**config.mk**
```make
export PLATFORM = sky130hd
export DESIGN_NAME = lcp_parser
export DESIGN_NICKNAME = d
export VERILOG_FILES = /design/src/lcp_pkg.sv /design/src/lcp_parser.sv
export SDC_FILE = /design/constraint.sdc
export NUM_CORES = 1
export LEC_CHECK = 0
export BUFFER_PORTS_ARGS = -buffer_cell sky130_fd_sc_hd__buf_4
export CAP_MARGIN = 20
export CORE_ASPECT_RATIO = 1.75
export CORE_MARGIN = 5
export CORE_UTILIZATION = 40
export CTS_CLUSTER_DIAMETER = 150
export DETAILED_ROUTE_END_ITERATION = 8
export GPL_TIMING_DRIVEN = 0
export PLACE_DENSITY = 0.69
export SLEW_MARGIN = 20
export SYNTH_ARGS = -nofsm -noshare
export SYNTH_HDL_FRONTEND = slang
export SYNTH_SLANG_ARGS = --single-unit
```
**constraint.sdc**
```tcl
create_clock -name clk -period 2.8 [get_ports clk]
set_input_delay 0.14 -clock clk [delete_from_list [all_inputs] [get_ports clk]]
set_output_delay 0.14 -clock clk [all_outputs]
set_load 0.02 [all_outputs]
```
**src/lcp_pkg.sv**
```systemverilog
package lcp_pkg;

  // ****************************************************************
  // Frame constants
  // ****************************************************************
  localparam logic [7:0]  START_DELIM   = 8'h7e;
  localparam logic [7:0]  TYPE_IMM      = 8'h08;
  localparam logic [7:0]  TYPE_QUEUE    = 8'h09;
  localparam logic [7:0]  TYPE_RESP     = 8'h88;
  localparam logic [7:0]  TYPE_STATUS   = 8'h8a;
  localparam logic [7:0]  CHK_GOOD      = 8'hff;
  localparam logic [15:0] HDR_BYTES     = 16'h0004;
  localparam logic [15:0] APPLY_SEL     = 16'h4143;

  // ****************************************************************
  // Status codes carried in the reply
  // ****************************************************************
  localparam logic [7:0]  ST_OK         = 8'h00;
  localparam logic [7:0]  ST_BAD_CMD    = 8'h02;
  localparam logic [7:0]  ST_BAD_CHK    = 8'h10;
  localparam logic [7:0]  ST_BAD_LEN    = 8'h11;
  localparam logic [7:0]  ST_BAD_TYPE   = 8'h12;

  // ****************************************************************
  // Storage layout and reset values
  // ****************************************************************
  localparam int          VAL_BYTES     = 4;
  localparam int          VAL_W         = 8 * VAL_BYTES;
  localparam logic [VAL_W-1:0] VAL_RST  = 32'h0000_0000;
  localparam int          NPARAM        = 4;
  localparam int          IDX_W         = 2;

  typedef enum logic [3:0] {
    LCP_HUNT  = 4'h0,
    LCP_LEN_H = 4'h1,
    LCP_LEN_L = 4'h2,
    LCP_TYPE  = 4'h3,
    LCP_FID   = 4'h4,
    LCP_CMD0  = 4'h5,
    LCP_CMD1  = 4'h6,
    LCP_VAL   = 4'h7,
    LCP_CHK   = 4'h8
  } lcp_state_e;

  typedef struct packed {
    logic [7:0]       ftype;
    logic [7:0]       fid;
    logic [15:0]      cmd;
    logic [7:0]       status;
    logic [VAL_W-1:0] value;
  } lcp_resp_s;

endpackage : lcp_pkg

```
**src/lcp_parser.sv**
```systemverilog
`timescale 1ns/100ps
module lcp_parser #(
  parameter logic [lcp_pkg::NPARAM*16-1:0] SEL_LIST = 64'h5030_5031_5032_5033
) (
  input  wire logic                                   clk,
  input  wire logic                                   nrst,
  input  wire logic                                   ce,
  input  wire logic                                   rx_valid,
  input  wire logic [7:0]                             rx_byte,
  output logic                                        resp_valid,
  output lcp_pkg::lcp_resp_s                          resp,
  output logic [lcp_pkg::NPARAM-1:0][lcp_pkg::VAL_W-1:0] cfg_active,
  output logic [lcp_pkg::NPARAM-1:0]                  cfg_pending
);
  import lcp_pkg::*;

  // ****************************************************************
  // Selector lookup
  // ****************************************************************
  function automatic logic [IDX_W:0] find_sel(input logic [15:0] sel);
    logic [IDX_W:0] res;
    res = '0;
    for (int i = 0; i < NPARAM; i++) begin
      if (SEL_LIST[(NPARAM-1-i)*16 +: 16] == sel) begin
        res = {1'b1, IDX_W'(i)};
      end
    end
    return res;
  endfunction : find_sel

  // ****************************************************************
  // State
  // ****************************************************************
  lcp_state_e                   st_r,     st_nxt;
  logic [15:0]                  len_r,    len_nxt;
  logic [15:0]                  rem_r,    rem_nxt;
  logic [7:0]                   sum_r,    sum_nxt;
  logic [7:0]                   ftype_r,  ftype_nxt;
  logic [7:0]                   fid_r,    fid_nxt;
  logic [15:0]                  cmd_r,    cmd_nxt;
  logic [VAL_W-1:0]             val_r,    val_nxt;
  logic [NPARAM-1:0][VAL_W-1:0] act_r,    act_nxt;
  logic [NPARAM-1:0][VAL_W-1:0] pend_r,   pend_nxt;
  logic [NPARAM-1:0]            pv_r,     pv_nxt;
  logic                         rv_r,     rv_nxt;
  lcp_resp_s                    resp_r,   resp_nxt;

  logic                         take;
  logic                         chk_fire;
  logic                         sum_ok;
  logic                         len_ok;
  logic                         type_ok;
  logic                         frame_ok;
  logic                         has_val;
  logic                         is_apply;
  logic                         commit;
  logic [IDX_W:0]               hit_idx;
  logic                         hit;
  logic [IDX_W-1:0]             idx;
  logic [7:0]                   sum_add;
  logic [15:0]                  rem_dec;

  assign take     = ce && rx_valid;
  assign chk_fire = take && (st_r == LCP_CHK);
  assign sum_add  = sum_r + rx_byte;
  assign rem_dec  = rem_r - 16'h0001;
  assign sum_ok   = (sum_add == CHK_GOOD);
  assign len_ok   = (len_r >= HDR_BYTES) && (len_r - HDR_BYTES <= 16'(VAL_BYTES));
  assign type_ok  = (ftype_r == TYPE_IMM) || (ftype_r == TYPE_QUEUE);
  assign frame_ok = sum_ok && len_ok && type_ok;
  assign has_val  = (len_r > HDR_BYTES);
  assign is_apply = (cmd_r == APPLY_SEL);
  assign hit_idx  = find_sel(cmd_r);
  assign hit      = hit_idx[IDX_W];
  assign idx      = hit_idx[IDX_W-1:0];
  assign commit   = (ftype_r == TYPE_IMM) || is_apply;

  // ****************************************************************
  // Byte framing
  // ****************************************************************
  always_comb begin
    st_nxt    = st_r;
    len_nxt   = len_r;
    rem_nxt   = rem_r;
    sum_nxt   = sum_r;
    ftype_nxt = ftype_r;
    fid_nxt   = fid_r;
    cmd_nxt   = cmd_r;
    val_nxt   = val_r;
    if (take) begin
      case (st_r)
        LCP_HUNT: begin
          // Anything other than the delimiter is dropped here.
          if (rx_byte == START_DELIM) begin
            st_nxt  = LCP_LEN_H;
            sum_nxt = '0;
            val_nxt = '0;
            ftype_nxt = '0;
            fid_nxt = '0;
            cmd_nxt = '0;
          end
        end
        LCP_LEN_H: begin
          len_nxt = {rx_byte, len_r[7:0]};
          st_nxt  = LCP_LEN_L;
        end
        LCP_LEN_L: begin
          len_nxt = {len_r[15:8], rx_byte};
          rem_nxt = {len_r[15:8], rx_byte};
          st_nxt  = ({len_r[15:8], rx_byte} == 16'h0000) ? LCP_CHK : LCP_TYPE;
        end
        LCP_CHK: begin
          st_nxt = LCP_HUNT;
        end
        default: begin
          sum_nxt = sum_add;
          rem_nxt = rem_dec;
          case (st_r)
            LCP_TYPE: begin
              ftype_nxt = rx_byte;
              st_nxt    = LCP_FID;
            end
            LCP_FID: begin
              fid_nxt = rx_byte;
              st_nxt  = LCP_CMD0;
            end
            LCP_CMD0: begin
              cmd_nxt = {rx_byte, cmd_r[7:0]};
              st_nxt  = LCP_CMD1;
            end
            LCP_CMD1: begin
              cmd_nxt = {cmd_r[15:8], rx_byte};
              st_nxt  = LCP_VAL;
            end
            LCP_VAL: begin
              val_nxt = {val_r[VAL_W-9:0], rx_byte};
            end
            default: begin
              st_nxt = LCP_HUNT;
            end
          endcase
          if (rem_dec == 16'h0000) begin
            st_nxt = LCP_CHK;
          end
        end
      endcase
    end
  end

  // ****************************************************************
  // Parameter store and reply
  // ****************************************************************
  always_comb begin
    act_nxt  = act_r;
    pend_nxt = pend_r;
    pv_nxt   = pv_r;
    rv_nxt   = 1'b0;
    resp_nxt = resp_r;
    if (chk_fire) begin
      if (frame_ok) begin
        if (commit) begin
          for (int i = 0; i < NPARAM; i++) begin
            if (pv_r[i]) begin
              act_nxt[i] = pend_r[i];
            end
          end
          pv_nxt = '0;
        end
        if (has_val && hit) begin
          if (ftype_r == TYPE_IMM) begin
            act_nxt[idx] = val_r;
          end else if (!is_apply) begin
            pend_nxt[idx] = val_r;
            pv_nxt[idx]   = 1'b1;
          end
        end
        rv_nxt          = (fid_r != 8'h00);
        resp_nxt.ftype  = TYPE_RESP;
        resp_nxt.fid    = fid_r;
        resp_nxt.cmd    = cmd_r;
        resp_nxt.status = (hit || is_apply) ? ST_OK : ST_BAD_CMD;
        resp_nxt.value  = (!has_val && hit) ? act_nxt[idx] : '0;
      end else begin
        rv_nxt          = 1'b1;
        resp_nxt.ftype  = TYPE_STATUS;
        resp_nxt.fid    = fid_r;
        resp_nxt.cmd    = cmd_r;
        resp_nxt.value  = '0;
        resp_nxt.status = !sum_ok ? ST_BAD_CHK : (!len_ok ? ST_BAD_LEN : ST_BAD_TYPE);
      end
    end
  end

  always_ff @(posedge clk) begin
    if (!nrst) begin
      st_r    <= LCP_HUNT;
      len_r   <= '0;
      rem_r   <= '0;
      sum_r   <= '0;
      ftype_r <= '0;
      fid_r   <= '0;
      cmd_r   <= '0;
      val_r   <= '0;
      act_r   <= {NPARAM{VAL_RST}};
      pend_r  <= {NPARAM{VAL_RST}};
      pv_r    <= '0;
      rv_r    <= 1'b0;
      resp_r  <= '0;
    end else if (ce) begin
      st_r    <= st_nxt;
      len_r   <= len_nxt;
      rem_r   <= rem_nxt;
      sum_r   <= sum_nxt;
      ftype_r <= ftype_nxt;
      fid_r   <= fid_nxt;
      cmd_r   <= cmd_nxt;
      val_r   <= val_nxt;
      act_r   <= act_nxt;
      pend_r  <= pend_nxt;
      pv_r    <= pv_nxt;
      rv_r    <= rv_nxt;
      resp_r  <= resp_nxt;
    end
  end

  assign resp_valid  = rv_r;
  assign resp        = resp_r;
  assign cfg_active  = act_r;
  assign cfg_pending = pv_r;

  // ****************************************************************
  // Assertions
  // ****************************************************************
  property p_imm_write;
    @(posedge clk) disable iff (!nrst)
      (chk_fire && frame_ok && ftype_r == TYPE_IMM && has_val && hit)
      |=> (act_r[$past(idx)] == $past(val_r)) && (pv_r == '0);
  endproperty
  a_imm_write: assert property (p_imm_write) else $error("immediate write not applied");

  property p_queue_hold;
    @(posedge clk) disable iff (!nrst)
      (chk_fire && frame_ok && ftype_r == TYPE_QUEUE && has_val && hit && !is_apply)
      |=> (act_r == $past(act_r)) && (pend_r[$past(idx)] == $past(val_r)) && pv_r[$past(idx)];
  endproperty
  a_queue_hold: assert property (p_queue_hold) else $error("queued write misplaced");

  property p_apply;
    @(posedge clk) disable iff (!nrst)
      (chk_fire && frame_ok && is_apply && pv_r[NPARAM-1])
      |=> (pv_r == '0) && (act_r[NPARAM-1] == $past(pend_r[NPARAM-1]));
  endproperty
  a_apply: assert property (p_apply) else $error("apply did not commit");

  property p_query;
    @(posedge clk) disable iff (!nrst)
      (chk_fire && frame_ok && !has_val && ftype_r == TYPE_QUEUE && !is_apply)
      |=> (act_r == $past(act_r)) && (pend_r == $past(pend_r)) && (pv_r == $past(pv_r));
  endproperty
  a_query: assert property (p_query) else $error("query changed a parameter");

  property p_fid_echo;
    @(posedge clk) disable iff (!nrst)
      (chk_fire && frame_ok && fid_r != 8'h00)
      |=> resp_valid && (resp.fid == $past(fid_r)) && (resp.ftype == TYPE_RESP);
  endproperty
  a_fid_echo: assert property (p_fid_echo) else $error("reply identifier wrong");

  property p_fid_zero;
    @(posedge clk) disable iff (!nrst)
      (chk_fire && frame_ok && fid_r == 8'h00) |=> !resp_valid;
  endproperty
  a_fid_zero: assert property (p_fid_zero) else $error("reply sent for identifier 0");

  property p_hunt;
    @(posedge clk) disable iff (!nrst)
      (take && st_r == LCP_HUNT && rx_byte != START_DELIM) |=> (st_r == LCP_HUNT) && !resp_valid;
  endproperty
  a_hunt: assert property (p_hunt) else $error("stray byte left hunt");

  property p_bad_chk;
    @(posedge clk) disable iff (!nrst)
      (chk_fire && !sum_ok)
      |=> resp_valid && (resp.ftype == TYPE_STATUS) && (resp.status == ST_BAD_CHK)
          && (act_r == $past(act_r)) && (pend_r == $past(pend_r));
  endproperty
  a_bad_chk: assert property (p_bad_chk) else $error("bad checksum not reported");

  property p_len_count;
    @(posedge clk) disable iff (!nrst)
      (take && st_r == LCP_LEN_L && {len_r[15:8], rx_byte} == 16'h0005)
      |=> (rem_r == 16'h0005) && (st_r == LCP_TYPE);
  endproperty
  a_len_count: assert property (p_len_count) else $error("length not loaded");

  c_set:   cover property (@(posedge clk) disable iff (!nrst)
                           chk_fire && frame_ok && has_val && ftype_r == TYPE_IMM);
  c_queue: cover property (@(posedge clk) disable iff (!nrst)
                           chk_fire && frame_ok && has_val && ftype_r == TYPE_QUEUE);
  c_query: cover property (@(posedge clk) disable iff (!nrst)
                           chk_fire && frame_ok && !has_val && fid_r != 8'h00);
  c_bad:   cover property (@(posedge clk) disable iff (!nrst) chk_fire && !sum_ok);

endmodule : lcp_parser

```
==> results of run 1 <==
==> cell families after synthesis <==
family	Yosys count	share of synthesized area
compound gates	831	0.261
xor+xnor	8	0.00312
fa+ha+maj	11	0.00636
buf+inv	307	0.0588
flops	429	0.383
mux	166	0.0749
other cells	1	0.000167
simple gates	961	0.213
==> area by class of cell <==
cell class                 instances  area, um^2  share of cell area
clock inverter                    19         267             0.00847
antenna                            1        2.50           0.0000795
clock buffer                      57        1220              0.0388
multi-input combinational       1989       15100               0.480
timing repair buffer             346        3340               0.106
inverter                          11        42.5             0.00135
sequential                       429        8600               0.273
tap                              696         871              0.0277
buffer                           284        2030              0.0646
==> layer usage <==
metal  part of all wire  GRT usage  wire (um)  vias to the layer above
met5            0.00015          0         17                        -
met4               0.13      0.332      14400                        2
met3               0.10     0.0871      11100                      692
met2               0.45      0.547      50200                     1743
met1               0.32      0.334      34800                    11828
li1                   -          -          -                    10641
==> critical path: cells and delay by family, from the launching register on <==
| family | cells | cell delay, ps |
|---|---|---|
| and+or+nand+nor | 6 | 2150 |
| buffers and inverters | 2 | 380 |
| DFF | 1 | 340 |
| muxes | 1 | 140 |
==> repair_timing <==
item | CTS | global route
endpoints found under the hold margin | 7 | 0
pin swaps | 110 | 137
buffers inserted | 75 | 26
hold buffers | 7 | 0
resized for setup | 581 | 348
endpoints found under the setup margin | 328 | 332
gates cloned | 25 | 14
==> stage by stage <==
stage	setup TNS (ps)	cells
after floorplan	0	2723
after global placement	-260480	3623
after detailed placement	-246340	3624
after CTS	-23890	3800
after global routing	-54880	3831
final	-28660	3832
==> flip-flops by register name (all words and copies together), names as in the netlist <==
| register | flops |
|---|---|
| resp_valid | 1 |
| cmd_r | 16 |
| resp | 60 |
| cfg_pending | 4 |
| fid_r | 8 |
| ftype_r | 8 |
| len_r | 16 |
| sum_r | 8 |
| cfg_active | 128 |
| rem_r | 16 |
| pend_r | 128 |
| st_r | 4 |
| val_r | 32 |
==> path summary, 6_finish.rpt <==
kind | startpoint | endpoint | slack [ps] | cells past startpoint
max | st_r[1] | pend_r[53] | -290 | 9
min | rx_byte[0] | len_r[8] | 30 | 4
max reg2reg | st_r[1] | pend_r[53] | -290 | 9
min reg2reg | resp[27] | resp[27] | 440 | 2
==> placed cells by master (no fill, tap or decap), drive strengths merged, types with 14 or more instances in the layout <==
master	Yosys	final
nor2	96	97
nor2b	178	178
nor3	115	115
nand2	366	367
mux2	14	14
a31oi	49	49
o311ai	18	18
or3	16	16
o22ai	57	57
and2	25	25
o211ai	31	31
o311a	14	14
nand3	55	55
a21boi	93	93
nand4	27	27
mux2i	152	152
a22oi	17	17
buf	71	396
clkbuf	225	283
nor4	21	21
o22a	16	16
o2111ai	23	23
o31ai	33	33
a21oi	129	129
dfxtp	429	429
a311oi	17	17
o21ai	188	188
o211a	103	103
==> power breakdown <==
part           switching, uW  leakage [uW]  total (uW)  internal (uW)
logic                    230       0.00955         352            122
clock network           2650      0.000720        6290           3630
registers              0.189       0.00346        6100           6100
==> impl_metrics.toml, run 1 <==
[status]
status = "finished, violations left"
violations = "negative setup slack"

[clock_network]
clk_pin_slew_ps = 70
clk_path_buf_depth = 3
clk_latency_ps = 590
h-tree-depth = 2
cts_buffers = 44
cts-root-buf = "clkbuf_16"
cts_tree = "built"
clkSinkCount = 429

[critical_path]
path_cells = "or3_1 -> or3_1 -> nor3_4 -> nor4b_2 -> nand4_1 -> buf_6 -> buf_12 -> mux2i_1 -> nor2b_1"
worstSetupEndpointType = "flop"
crit_top_cell = "or3_1"
cp_max_fo = 8
critical_path_class = "flop to flop"
cpMaxStageDelayCell = "or3_1"
worstSetupStartpointType = "flop"
critical_path_required_ps = 3300
arrival_ps = 3590
max_stage_delay_ps = 520

[route]
wl_per_cell_um = 28.8
initialDrtViolationCount = 3210
drtAntennaViolNets = 0
remaining_drc_errors = 0
num_vias = 24906
wl_mm = 110
via_per_inst = 6.50
firstDrtPassIters = 8

[timing]
hold_viol = 0
fin_skew_ps = 22.1
tightestPinTransition_ps = 1260
maxSlewViolCount = 0
worst_slack_ps = -294
period_share = 1.11
max_freq_mhz = 323
rsz0062_at_grt = "true"
max_slew_margin = 0.157
setup_viol = 277
fin_crit_ps = 3090
finalHoldWorstSlack_ps = 28.0

[logic_synthesis]
yosysMostFrequentCell = "dfxtp_1"
synth_enable_flop_cells = 0
yosysWarnings = 0
synth_seq_cells = 429
synth_area_leader_cell = "dfxtp_1"
synth.avg_cell_area_um2 = 8.26
async_flop_share = 0
synth_cells = 2714
netlist_top_cells_count = "429 x dfxtp_1, 365 x nand2_1, 225 x clkbuf_1"
syn_area_mm2 = 0.0224
yosysTopAreaCellShare = 0.383
ys_types = 86
yosysSeqAreaShare = 0.383
synth-main-ff-cell = "dfxtp_1"
synthTopCellsByArea = "dfxtp_1 38%, mux2i_1 6.8%, nand2_1 6.1%"

[finish]
syn_to_final_growth_pct = 40.4
final_nets = 3127
fin_util = 0.569
drive_above_1_share = 0.305
fin_area_mm2 = 0.0315
fillers = 4860

[placed_design]
hpwl_mm = 75.0
dpl_cell_area_mm2 = 0.0249
place_congestion = 1.04
pre_cts_slack_ps = -1290
port_buffers = 204

[die]
die-area_mm2 = 0.0611
io_pins = 217
start_util = 0.405
core.rowCount = 114
die_x_um = 189
die_h_um = 323
core_mm2 = 0.0553

[power]
p_leak_uw = 0.0137
powerDensity_mw_per_mm2 = 405
ir_worst_vdd_mv = 0.413
power_uw = 12700

[global_routing]
grt_max_degree = 16
grt_pass1_vias = 23640
track_usage = 0.332
grt_antenna_before_repair = 4
grt_pass1_wl_mm = 153
grt.overflow.total = 0

[job]
cap_viol_max_count = 0

[worst_hold_path]
hold_path_class = "input pin to flop"
Power figures use the tool's default switching activity.
==> inputs of run 2 (changes only) <==
Settings changed: PLACE_DENSITY 0.69 to not set.
==> impl_metrics.toml, run 2 (synthesis results as in run 1) <==
[status]
status = "finished, violations left"
violations = "negative setup slack"

[route]
remaining_drc_errors = 0
wl_per_cell_um = 29.6
via_per_inst = 6.31
firstDrtPassIters = 8
num_vias = 24382
drtAntennaViolNets = 0
wl_mm = 114
initialDrtViolationCount = 2091

[critical_path]
cp_max_fo = 5
critical_path_required_ps = 3270
critical_path_class = "flop to flop"
worstSetupStartpointType = "flop"
crit_top_cell = "clkbuf_16"
path_cells = "or4b_4 -> or3_4 -> clkbuf_16 -> o21ai_4 -> buf_12 -> buf_4 -> nor3_1 -> nand4_1 -> buf_6 -> clkbuf_16 -> mux2i_1 -> nor2b_1"
path_buf_inv = 5
worstSetupEndpointType = "flop"
max_stage_delay_ps = 590
cpMaxStageDelayCell = "or4b_4"
crit_family = "simple AND/OR/NAND/NOR gates"
arrival_ps = 3510

[clock_network]
clk_latency_ps = 590
clk_pin_slew_ps = 70
cts_buffers = 44
cts_tree = "built"
cts-root-buf = "clkbuf_16"
h-tree-depth = 2
clkSinkCount = 429
clk_path_buf_depth = 3

[timing]
hold_viol = 0
maxSlewViolCount = 0
max_slew_margin = 0.144
setup_viol = 283
finalHoldWorstSlack_ps = 23.0
period_share = 1.08
max_freq_mhz = 329
worst_slack_ps = -237
fin_crit_ps = 3040
tightestPinTransition_ps = 1280
finalSetupTns_ps = -30450
fin_skew_ps = 13.5
rsz0062_at_grt = "true"

[job]
cap_viol_max_count = 0

[placed_design]
port_buffers = 204
place_congestion = 1.02
dp_cells = 3626
hpwl_mm = 81.6
pre_cts_slack_ps = -1390
dpl_cell_area_mm2 = 0.0249

[global_routing]
grt.overflow.total = 0
grt_antenna_before_repair = 0
grt_pass1_wl_mm = 158
grt_pass1_vias = 23890
grt_max_degree = 16
track_usage = 0.345

[power]
combPwrFrac = 0.028
p_sw_uw = 2950
power_frac_seq = 0.465
p_sw_frac = 0.224
powerDensity_mw_per_mm2 = 409
ir_worst_vdd_mv = 0.522
intPower_uw = 10200
power_frac_clock = 0.507
p_leak_uw = 0.0143

[die]
die-area_mm2 = 0.0611
core.rowCount = 114
start_util = 0.405
die_x_um = 189
io_pins = 217
die_h_um = 323
core_mm2 = 0.0553

[finish]
final_cell_mix = "424 x dfxtp_1, 303 x nand2_1, 300 x buf_4"
syn_to_final_growth_pct = 43.3
layout_commonest_cell = "dfxtp_1"
layoutNonFillerInstCount = 3862
final_nets = 3155
drive_above_1_share = 0.329
num_antenna_cells = 0
fin_area_mm2 = 0.0321

[worst_hold_path]
hold_path_class = "input pin to flop"
==> run 2: final timing paths <==
path / start / depth (start not counted) / slack, ps / endpoint
worst min-delay path: rx_byte[5] / 4 / 20 / len_r[13]
worst max-delay path: cmd_r[11] / 12 / -240 / pend_r[125]
worst min register to register: resp[27] / 2 / 440 / resp[27]
worst max register to register: cmd_r[11] / 12 / -240 / pend_r[125]
==> run 2: timing repair <==
| action | CTS | global route |
|---|---|---|
| setup buffers | 79 | 50 |
| resized for setup | 541 | 516 |
| hold buffers | 7 | 0 |
| endpoints found under the setup margin | 329 | 338 |
| cloned | 18 | 23 |
| pin swaps | 81 | 101 |
| hold endpoints to repair | 7 | 0 |
==> run 2: worst register-to-register path, stage by stage (launching register included) <==
cell	delay [ps]
dfxtp_2	330
or4b_4	590
or3_4	450
clkbuf_16	210
o21ai_4	170
buf_12	150
buf_4	130
nor3_1	50
nand4_1	170
buf_6	190
clkbuf_16	170
mux2i_1	250
nor2b_1	70
==> run 2: final cells by class <==
class / count / area, um^2
inverters: 11 / 47.5
multi-input cells: 1987 / 15100
fillers: 5031 / 23200
plain buffers: 283 / 2150
repair buffers: 377 / 3730
well taps: 696 / 871
clock buffers: 62 / 1290
clock inverters: 17 / 302
flip-flops and latches: 429 / 8590
==> run 2: power by group through the flow <==
stage	clock (uW)	combinational, uW	sequential, uW
2_1_floorplan	0	176	6240
3_3_place_gp	0	308	6240
3_5_place_dp	0	313	6240
4_1_cts	6670	344	6100
5_1_grt	6940	377	6100
6_report	6660	367	6100
==> run 2: per-stage QoR <==
stage,util,power [uW]
final,0.581,13100
after floorplan,-,6410
after global routing,0.581,13400
after detailed placement,0.451,6550
after CTS,0.532,13100
after global placement,0.450,6550
==> run 2: metal layers <==
metal	vias to the layer above	part of all wire	track usage
li1	10719	-	-
met1	11819	0.34	0.359
met2	1327	0.47	0.587
met3	517	0.068	0.0596
met4	0	0.12	0.324
met5	-	0	0
